--- src/inc/sysclk_regs.svh ---
// Register offsets, field positions, reset values and masks for the clock configuration block.
// Assumes a 12-bit APB byte address and 32-bit data.
`ifndef SYSCLK_REGS_SVH
`define SYSCLK_REGS_SVH

`define RUN_CFG_OFS        12'h060
`define SECOND_CFG_OFS     12'h070
`define RUN_GATE_OFS       12'h100
`define SLEEP_GATE_OFS     12'h110
`define DEEP_GATE_OFS      12'h120
`define CLK_STATUS_OFS     12'h130

`define RUN_CFG_RESET      32'h078E_3AC0
`define RUN_CFG_WMASK      32'h0FDE_3FFF
`define SECOND_CFG_RESET   32'h0780_0000
`define SECOND_CFG_WMASK   32'h8780_0000
`define GATE_RESET         32'hFFFF_FFFF

`define DIVISOR_RESET      4'hF
`define AUTO_GATE_BIT      27
`define DIVISOR_LSB        23
`define DIVISOR_MSB        26
`define DIV_USE_BIT        22
`define BYPASS_BIT         11
`define OVERRIDE_BIT       31
`define OVR_DIV_LSB        23
`define OVR_DIV_MSB        26

`endif

--- src/inc/sysclk_pkg.sv ---
// Types shared by the clock configuration block and its gating selector.
// Assumes nothing beyond a SystemVerilog compiler.
package sysclk_pkg;
	typedef enum logic [2:0] {
		MODE_RUN   = 3'b001,
		MODE_SLEEP = 3'b010,
		MODE_DEEP  = 3'b100
	} pwr_mode_t;
endpackage : sysclk_pkg

--- src/inc/gate_if.sv ---
// Signals between the register block and the peripheral clock gating selector.
// Assumes both ends share ref_clk.
`timescale 1ns/1ps
`default_nettype none
interface gate_if #(parameter int N = 32);
	import sysclk_pkg::*;
	logic             auto_gate;
	logic             sleep_req;
	logic             deep_req;
	logic [N-1:0]     run_gate;
	logic [N-1:0]     sleep_gate;
	logic [N-1:0]     deep_gate;
	logic [N-1:0]     clk_en;
	pwr_mode_t        mode;
	modport cfg (output auto_gate, sleep_req, deep_req, run_gate, sleep_gate, deep_gate, input clk_en, mode);
	modport sel (input auto_gate, sleep_req, deep_req, run_gate, sleep_gate, deep_gate, output clk_en, mode);
endinterface : gate_if
`default_nettype wire

--- src/hw/sysclk_cfg.sv ---
// APB register block for run-mode clock configuration, divider choice and peripheral clock gating.
// Assumes a single ref_clk domain and sleep requests from the core on the same clock.
`timescale 1ns/1ps
`default_nettype none
`include "sysclk_regs.svh"
module sysclk_cfg
	import sysclk_pkg::*;
#(
	parameter int N = 32
) (
	input  wire logic        ref_clk,
	input  wire logic        nrst,
	input  wire logic        psel,
	input  wire logic        penable,
	input  wire logic        pwrite,
	input  wire logic [11:0] paddr,
	input  wire logic [31:0] pwdata,
	output var  logic [31:0] prdata,
	output var  logic        pready,
	output var  logic        pslverr,
	input  wire logic        sleep_req,
	input  wire logic        deep_sleep_req,
	output var  logic [N-1:0] periph_clk_en,
	output var  logic        sys_div_en,
	output var  logic [3:0]  sys_divisor,
	output var  logic        pll_selected
);
	typedef enum logic [5:0] {
		SEL_NONE   = 6'b000000,
		SEL_CFG1   = 6'b000001,
		SEL_CFG2   = 6'b000010,
		SEL_RUN    = 6'b000100,
		SEL_SLEEP  = 6'b001000,
		SEL_DEEP   = 6'b010000,
		SEL_STATUS = 6'b100000
	} reg_sel_t;

	typedef struct packed {
		logic [31:0]  run_cfg;
		logic [31:0]  second_cfg;
		logic [N-1:0] run_gate;
		logic [N-1:0] sleep_gate;
		logic [N-1:0] deep_gate;
		logic [31:0]  rdata;
		logic         err;
		logic         div_en;
		logic [3:0]   divisor;
		logic         pll_sel;
	} cfg_state_t;

	cfg_state_t st_reg;
	cfg_state_t st_next;

	gate_if #(.N(N)) gif ();

	function automatic reg_sel_t decode(input logic [11:0] a);
		reg_sel_t s;
		s = SEL_NONE;
		unique case (a)
			`RUN_CFG_OFS:    s = SEL_CFG1;
			`SECOND_CFG_OFS: s = SEL_CFG2;
			`RUN_GATE_OFS:   s = SEL_RUN;
			`SLEEP_GATE_OFS: s = SEL_SLEEP;
			`DEEP_GATE_OFS:  s = SEL_DEEP;
			`CLK_STATUS_OFS: s = SEL_STATUS;
			default:         s = SEL_NONE;
		endcase
		return s;
	endfunction : decode

	reg_sel_t     sel;
	logic         setup_ph;
	logic         wr_acc;
	logic [31:0]  status_word;
	logic [31:0]  run_w;
	logic [31:0]  sleep_w;
	logic [31:0]  deep_w;

	assign sel      = decode(paddr);
	assign setup_ph = psel && !penable;
	assign wr_acc   = psel && penable && pwrite;
	assign run_w    = 32'(st_reg.run_gate);
	assign sleep_w  = 32'(st_reg.sleep_gate);
	assign deep_w   = 32'(st_reg.deep_gate);
	assign status_word = {23'h000000, st_reg.pll_sel, st_reg.divisor, st_reg.div_en, gif.mode};

	always_comb begin
		st_next = st_reg;
		// Read data and error are captured in the setup cycle so they come from flops in the access cycle
		if (setup_ph) begin
			st_next.err = (sel == SEL_NONE) || (pwrite && sel == SEL_STATUS);
			unique case (sel)
				SEL_CFG1:   st_next.rdata = st_reg.run_cfg;
				SEL_CFG2:   st_next.rdata = st_reg.second_cfg;
				SEL_RUN:    st_next.rdata = run_w;
				SEL_SLEEP:  st_next.rdata = sleep_w;
				SEL_DEEP:   st_next.rdata = deep_w;
				SEL_STATUS: st_next.rdata = status_word;
				default:    st_next.rdata = 32'h0000_0000;
			endcase
		end
		if (wr_acc) begin
			unique case (sel)
				SEL_CFG1:  st_next.run_cfg    = pwdata & `RUN_CFG_WMASK;
				SEL_CFG2:  st_next.second_cfg = pwdata & `SECOND_CFG_WMASK;
				SEL_RUN:   st_next.run_gate   = pwdata[N-1:0];
				SEL_SLEEP: st_next.sleep_gate = pwdata[N-1:0];
				SEL_DEEP:  st_next.deep_gate  = pwdata[N-1:0];
				default:   st_next.err = st_reg.err;
			endcase
		end
		// PLL is the source unless bypassed
		st_next.pll_sel = !st_reg.run_cfg[`BYPASS_BIT];
		// The PLL forces the divider whatever the divider-use bit holds
		st_next.div_en  = st_reg.run_cfg[`DIV_USE_BIT] || !st_reg.run_cfg[`BYPASS_BIT];
		// Override bit picks the second register's divisor field
		if (st_reg.second_cfg[`OVERRIDE_BIT])
			st_next.divisor = st_reg.second_cfg[`OVR_DIV_MSB:`OVR_DIV_LSB];
		else
			st_next.divisor = st_reg.run_cfg[`DIVISOR_MSB:`DIVISOR_LSB];
	end

	always_ff @(posedge ref_clk or negedge nrst) begin
		if (!nrst) begin
			st_reg.run_cfg    <= `RUN_CFG_RESET;
			st_reg.second_cfg <= `SECOND_CFG_RESET;
			st_reg.run_gate   <= N'(`GATE_RESET);
			st_reg.sleep_gate <= N'(`GATE_RESET);
			st_reg.deep_gate  <= N'(`GATE_RESET);
			st_reg.rdata      <= 32'h0000_0000;
			st_reg.err        <= 1'b0;
			st_reg.div_en     <= 1'b0;
			st_reg.divisor    <= `DIVISOR_RESET;
			st_reg.pll_sel    <= 1'b0;
		end else begin
			st_reg <= st_next;
		end
	end

	assign gif.auto_gate  = st_reg.run_cfg[`AUTO_GATE_BIT];
	assign gif.sleep_req  = sleep_req;
	assign gif.deep_req   = deep_sleep_req;
	assign gif.run_gate   = st_reg.run_gate;
	assign gif.sleep_gate = st_reg.sleep_gate;
	assign gif.deep_gate  = st_reg.deep_gate;

	gate_select #(.N(N)) u_gate_select (
		.ref_clk (ref_clk),
		.nrst    (nrst),
		.gif     (gif.sel)
	);

	assign prdata        = st_reg.rdata;
	assign pready        = 1'b1;
	assign pslverr       = psel && penable && st_reg.err;
	assign periph_clk_en = gif.clk_en;
	assign sys_div_en    = st_reg.div_en;
	assign sys_divisor   = st_reg.divisor;
	assign pll_selected  = st_reg.pll_sel;
endmodule : sysclk_cfg
`default_nettype wire

--- src/hw/gate_select.sv ---
// Power-mode tracker and peripheral clock enable selector.
// Assumes sleep and deep-sleep requests come from logic on ref_clk.
`timescale 1ns/1ps
`default_nettype none
module gate_select
	import sysclk_pkg::*;
#(
	parameter int N = 32
) (
	input  wire logic ref_clk,
	input  wire logic nrst,
	gate_if.sel       gif
);
	typedef struct packed {
		pwr_mode_t    mode;
		logic [N-1:0] clk_en;
	} sel_state_t;

	sel_state_t st_reg;
	sel_state_t st_next;

	function automatic logic [N-1:0] pick_gate(input pwr_mode_t m, input logic ag,
		input logic [N-1:0] rg, input logic [N-1:0] sg, input logic [N-1:0] dg);
		logic [N-1:0] r;
		r = rg;
		unique case (m)
			MODE_RUN:   r = rg;
			MODE_SLEEP: r = ag ? sg : rg;
			MODE_DEEP:  r = ag ? dg : rg;
			default:    r = rg;
		endcase
		return r;
	endfunction : pick_gate

	always_comb begin
		st_next = st_reg;
		if (gif.deep_req)
			st_next.mode = MODE_DEEP;
		else if (gif.sleep_req)
			st_next.mode = MODE_SLEEP;
		else
			st_next.mode = MODE_RUN;
		st_next.clk_en = pick_gate(st_reg.mode, gif.auto_gate, gif.run_gate, gif.sleep_gate, gif.deep_gate);
	end

	always_ff @(posedge ref_clk or negedge nrst) begin
		if (!nrst) begin
			st_reg.mode   <= MODE_RUN;
			st_reg.clk_en <= '1;
		end else begin
			st_reg <= st_next;
		end
	end

	assign gif.clk_en = st_reg.clk_en;
	assign gif.mode   = st_reg.mode;
endmodule : gate_select
`default_nettype wire

--- config.mk ---
export PLATFORM = sky130hd
export DESIGN_NAME = sysclk_cfg
export DESIGN_NICKNAME = d
export VERILOG_FILES = /design/src/inc/sysclk_pkg.sv /design/src/inc/gate_if.sv /design/src/hw/sysclk_cfg.sv /design/src/hw/gate_select.sv
export VERILOG_INCLUDE_DIRS = /design/src /design/src/inc
export SDC_FILE = /design/constraint.sdc
export NUM_CORES = 1
export LEC_CHECK = 0
export BUFFER_PORTS_ARGS = -buffer_cell sky130_fd_sc_hd__buf_2
export CAP_MARGIN = 20
export CORE_ASPECT_RATIO = 0.8
export CORE_MARGIN = 1
export CORE_UTILIZATION = 29
export CTS_CLUSTER_DIAMETER = 200
export DETAILED_ROUTE_END_ITERATION = 12
export PLACE_DENSITY_LB_ADDON = 0.2
export SYNTH_ARGS = -nofsm -noshare
export SYNTH_HDL_FRONTEND = slang
export SYNTH_SLANG_ARGS = --single-unit
--- constraint.sdc ---
create_clock -name ref_clk -period 2.4 [get_ports ref_clk]
set_clock_uncertainty 0.15 [all_clocks]
set_input_delay 0.48 -clock ref_clk [delete_from_list [all_inputs] [get_ports ref_clk]]
set_output_delay 0.48 -clock ref_clk [all_outputs]
set_load 0.01 [all_outputs]
==> metrics.yaml <==
cts.root.buffer_cell: "clkbuf_16"
worstSetupPathType: "in -> reg"
post_synth_instance_area_sq_um: 9248
post-place-ws_ns: -0.4879
setup_viol: 0
avgRoutedWirePerCell_um: 22.16
grt_antenna_before_repair: 1
dieArea_sq_um: 32610
grt_use_total: 0.1758
cp_slowest_cell: "or4_2"
synthesis.instances: 704
grt_max_degree: 56
crit_required_ns: 2.57
route.antenna.remaining_nets: 0
routed-via-count: 6123
area_growth_syn_to_layout_pct: 19.60
rsz_0062_raised_after_global_routing: "false"
crit_buf_inv: 2
ys.flop_type: "dfstp_2"
tritoncts: "built"
worstPathArrival_ns: 2.52
detailed_place_hpwl_um: 18390
sort_of_element_at_the_end_of_the_critical_path: "flop"
total_leakage_power_nw: 4.858
initial_utilization: 0.2943
dr.first_iter.drc_count: 295
drc: 0
report.final.hold_viol_count: 0
yosysWarnings: 0
tightest_hold_margin_ns: 0.1430
port_buffers: 121
post_synth.cell_area_avg_sq_um: 13.14
vias_in_the_first_global_route: 6487
path_max_fanout: 15
antennaDiodeCount: 0
result_of_the_run: "complete, no violations"
placedCellCount: 1209
die_x_um: 201.7
netlist-cell-type-count: 40
placeableCoreArea_sq_um: 31420
stages_on_the_worst_setup_path: 6
max-slew-margin-rel: 0.5236
hold_path_class: "in -> reg"
globalplace.congestion: 0.7788
post_drt_via_cell_ratio: 4.918
max_freq_mhz: 426.5
pd_cells_nw_per_um2: 592.4
leading_area_contributor_after_synthesis: "dfstp_2"
grt_first_pass_wirelength_um: 42170
totalWireLength_um: 27590
worstMarginPinSlew_ns: 0.7128
grt_overflow_total: 0
number_of_cells_on_the_worst_reg_to_reg_path: 4
design.final.nets: 863
timing.final.crit_share: 0.9769
final_min_period_ns: 2.345
syn_nets: 755
setup_ws_final_ns: 0.05537
cts_max_level: 4
synth.yosys.seq_area_share: 0.5588
floorplan.io_pins: 123
worst_setup_path_start_kind: "primary input"
synth_seq_cells: 199
first_pass_iters: 5
report.final.slew_viol_count: 0
die_y_um: 161.7
clock_latency_ns: 0.45
rows: 58
numCtsBuffers: 17
synth.area.top_cells: "dfstp_2, mux2_2, dfrtp_1"
synth_async_sr_flop_share: 1.000
path_clk_slew_ns: 0.08
cts.sink_count: 199
vdd.ir_drop.worst_uv: 412.5
layout.filler_cells: 3136
layout-drive-gt1-share: 0.6133
critical_path.top_delay_family: "simple AND/OR/NAND/NOR gates"
maxCapViolCount: 0
cp_slowest_stage_delay_ns: 0.58
cts.path.max_buffers: 2
final_core_utilization: 0.3520
holdPathStages: 2
synth_edf_count: 0
yosys_top_cell_area_share: 0.4262
non_filler_cells_final: 1245
crit_path_cell_trace: "buf_2 -> or4_4 -> or2_1 -> or4_2 -> buf_6 -> mux2_4"
==> path summary, 6_finish.rpt <==
check	startpoint	endpoint	slack (ns)
worst max-delay path	paddr[7]	st_reg[175]	0.06
worst min-delay path	pwdata[30]	deep_w[30]	0.14
min in group asynchronous	nrst	prdata[3]	0.40
worst max register to register	u_gate_select.gif.mode[1]	u_gate_select.gif.clk_en[11]	0.59
max in group asynchronous	nrst	gif.run_gate[18]	0.98
worst min register to register	prdata[3]	prdata[3]	0.33
==> layout by cell type, fill, tap and decap left out, drive strengths merged, types with 3 or more instances in the layout <==
| cell type | count |
|---|---|
| nand2 | 32 |
| dfrtp | 49 |
| buf | 173 |
| dfstp | 150 |
| a21oi | 20 |
| mux2 | 130 |
| nand3b | 3 |
| nand3 | 12 |
| a22o | 64 |
| clkinv | 5 |
| o211ai | 6 |
| mux4 | 8 |
| nor2 | 12 |
| clkbuf | 21 |
| mux2i | 29 |
| or4 | 3 |
| nor3 | 4 |
| o21ai | 24 |
| nor2b | 3 |
| o22ai | 5 |
| dlygate4sd3 | 4 |
| a22oi | 8 |
| nor4 | 16 |
| inv | 11 |
| a31oi | 8 |
| nand2b | 5 |
| and2 | 8 |
==> Yosys cell counts, types with 6 or more instances <==
cell and number:
o211ai_1 6, dfrtp_1 49, o21ai_0 23, mux2_4 20, a21oi_1 20, nor2_1 12, a31oi_1 8, dfstp_2 150
mux2_2 110, buf_2 6, a22oi_1 8, and2_1 8, clkbuf_1 32, mux4_2 8, a22o_1 64, nand3_1 12
mux2i_1 29, buf_4 37, buf_1 12, nor4_1 15, nand2_1 32
==> what timing repair did <==
action	CTS	global route
endpoints found under the hold margin	18	0
pin swaps	0	0
gates resized for setup	1	2
setup endpoints to repair	2	6
setup buffers	0	0
hold buffers	4	0
==> metal layers <==
metal	routed length (um)	vias to the layer above	part of all wire	track usage
met5	14	-	0.00051	0
met4	385	2	0.014	0.06129
met3	1181	25	0.043	0.03130
met2	12930	129	0.47	0.2726
met1	13080	3196	0.47	0.2469
li1	-	2771	-	-
==> cells by family after synthesis <==
group | share of synthesized area
compound gates | 0.1084
buf+inv | 0.05520
flops | 0.5588
mux | 0.2173
simple gates | 0.05994
other cells | 0.0004055
==> power breakdown <==
group,internal (mW),leakage (nW),switching [mW]
Sequential,3.37,2.21,0.00556
Combinational,0.107,2.37,0.234
Clock,1.43,0.280,1.41
Total,4.91,4.86,1.65
==> stage by stage <==
stage | total power, mW | instance area, sq um | setup TNS, ns
after floorplan | 3.534 | 9274 | -8.883
after global placement | 3.776 | 10440 | -40.72
after detailed placement | 3.775 | 10440 | -42.98
after CTS | 6.668 | 11050 | 0
after global routing | 6.823 | 11060 | 0
final | 6.552 | 11060 | 0
==> worst reg2reg max path, delay by kind of cell (launching register included) <==
family                 cells  cell delay, ns
AO/OA/AOI/OAI              2            0.40
buffers and inverters      1            0.40
flip-flops                 1            0.42
AND/OR/NAND/NOR            1            0.35
==> cell type report <==
| cell class | instances | area (sq um) | share of cell area |
|---|---|---|---|
| clock buffer | 20 | 456.7 | 0.04129 |
| timing repair buffer | 178 | 1169 | 0.1057 |
| tap | 420 | 525.5 | 0.04751 |
| multi-input combinational | 412 | 3617 | 0.3270 |
| clock inverter | 12 | 110.1 | 0.009955 |
| sequential | 199 | 5167 | 0.4672 |
| inverter | 4 | 15.01 | 0.001357 |
Power figures use the tool's default switching activity.
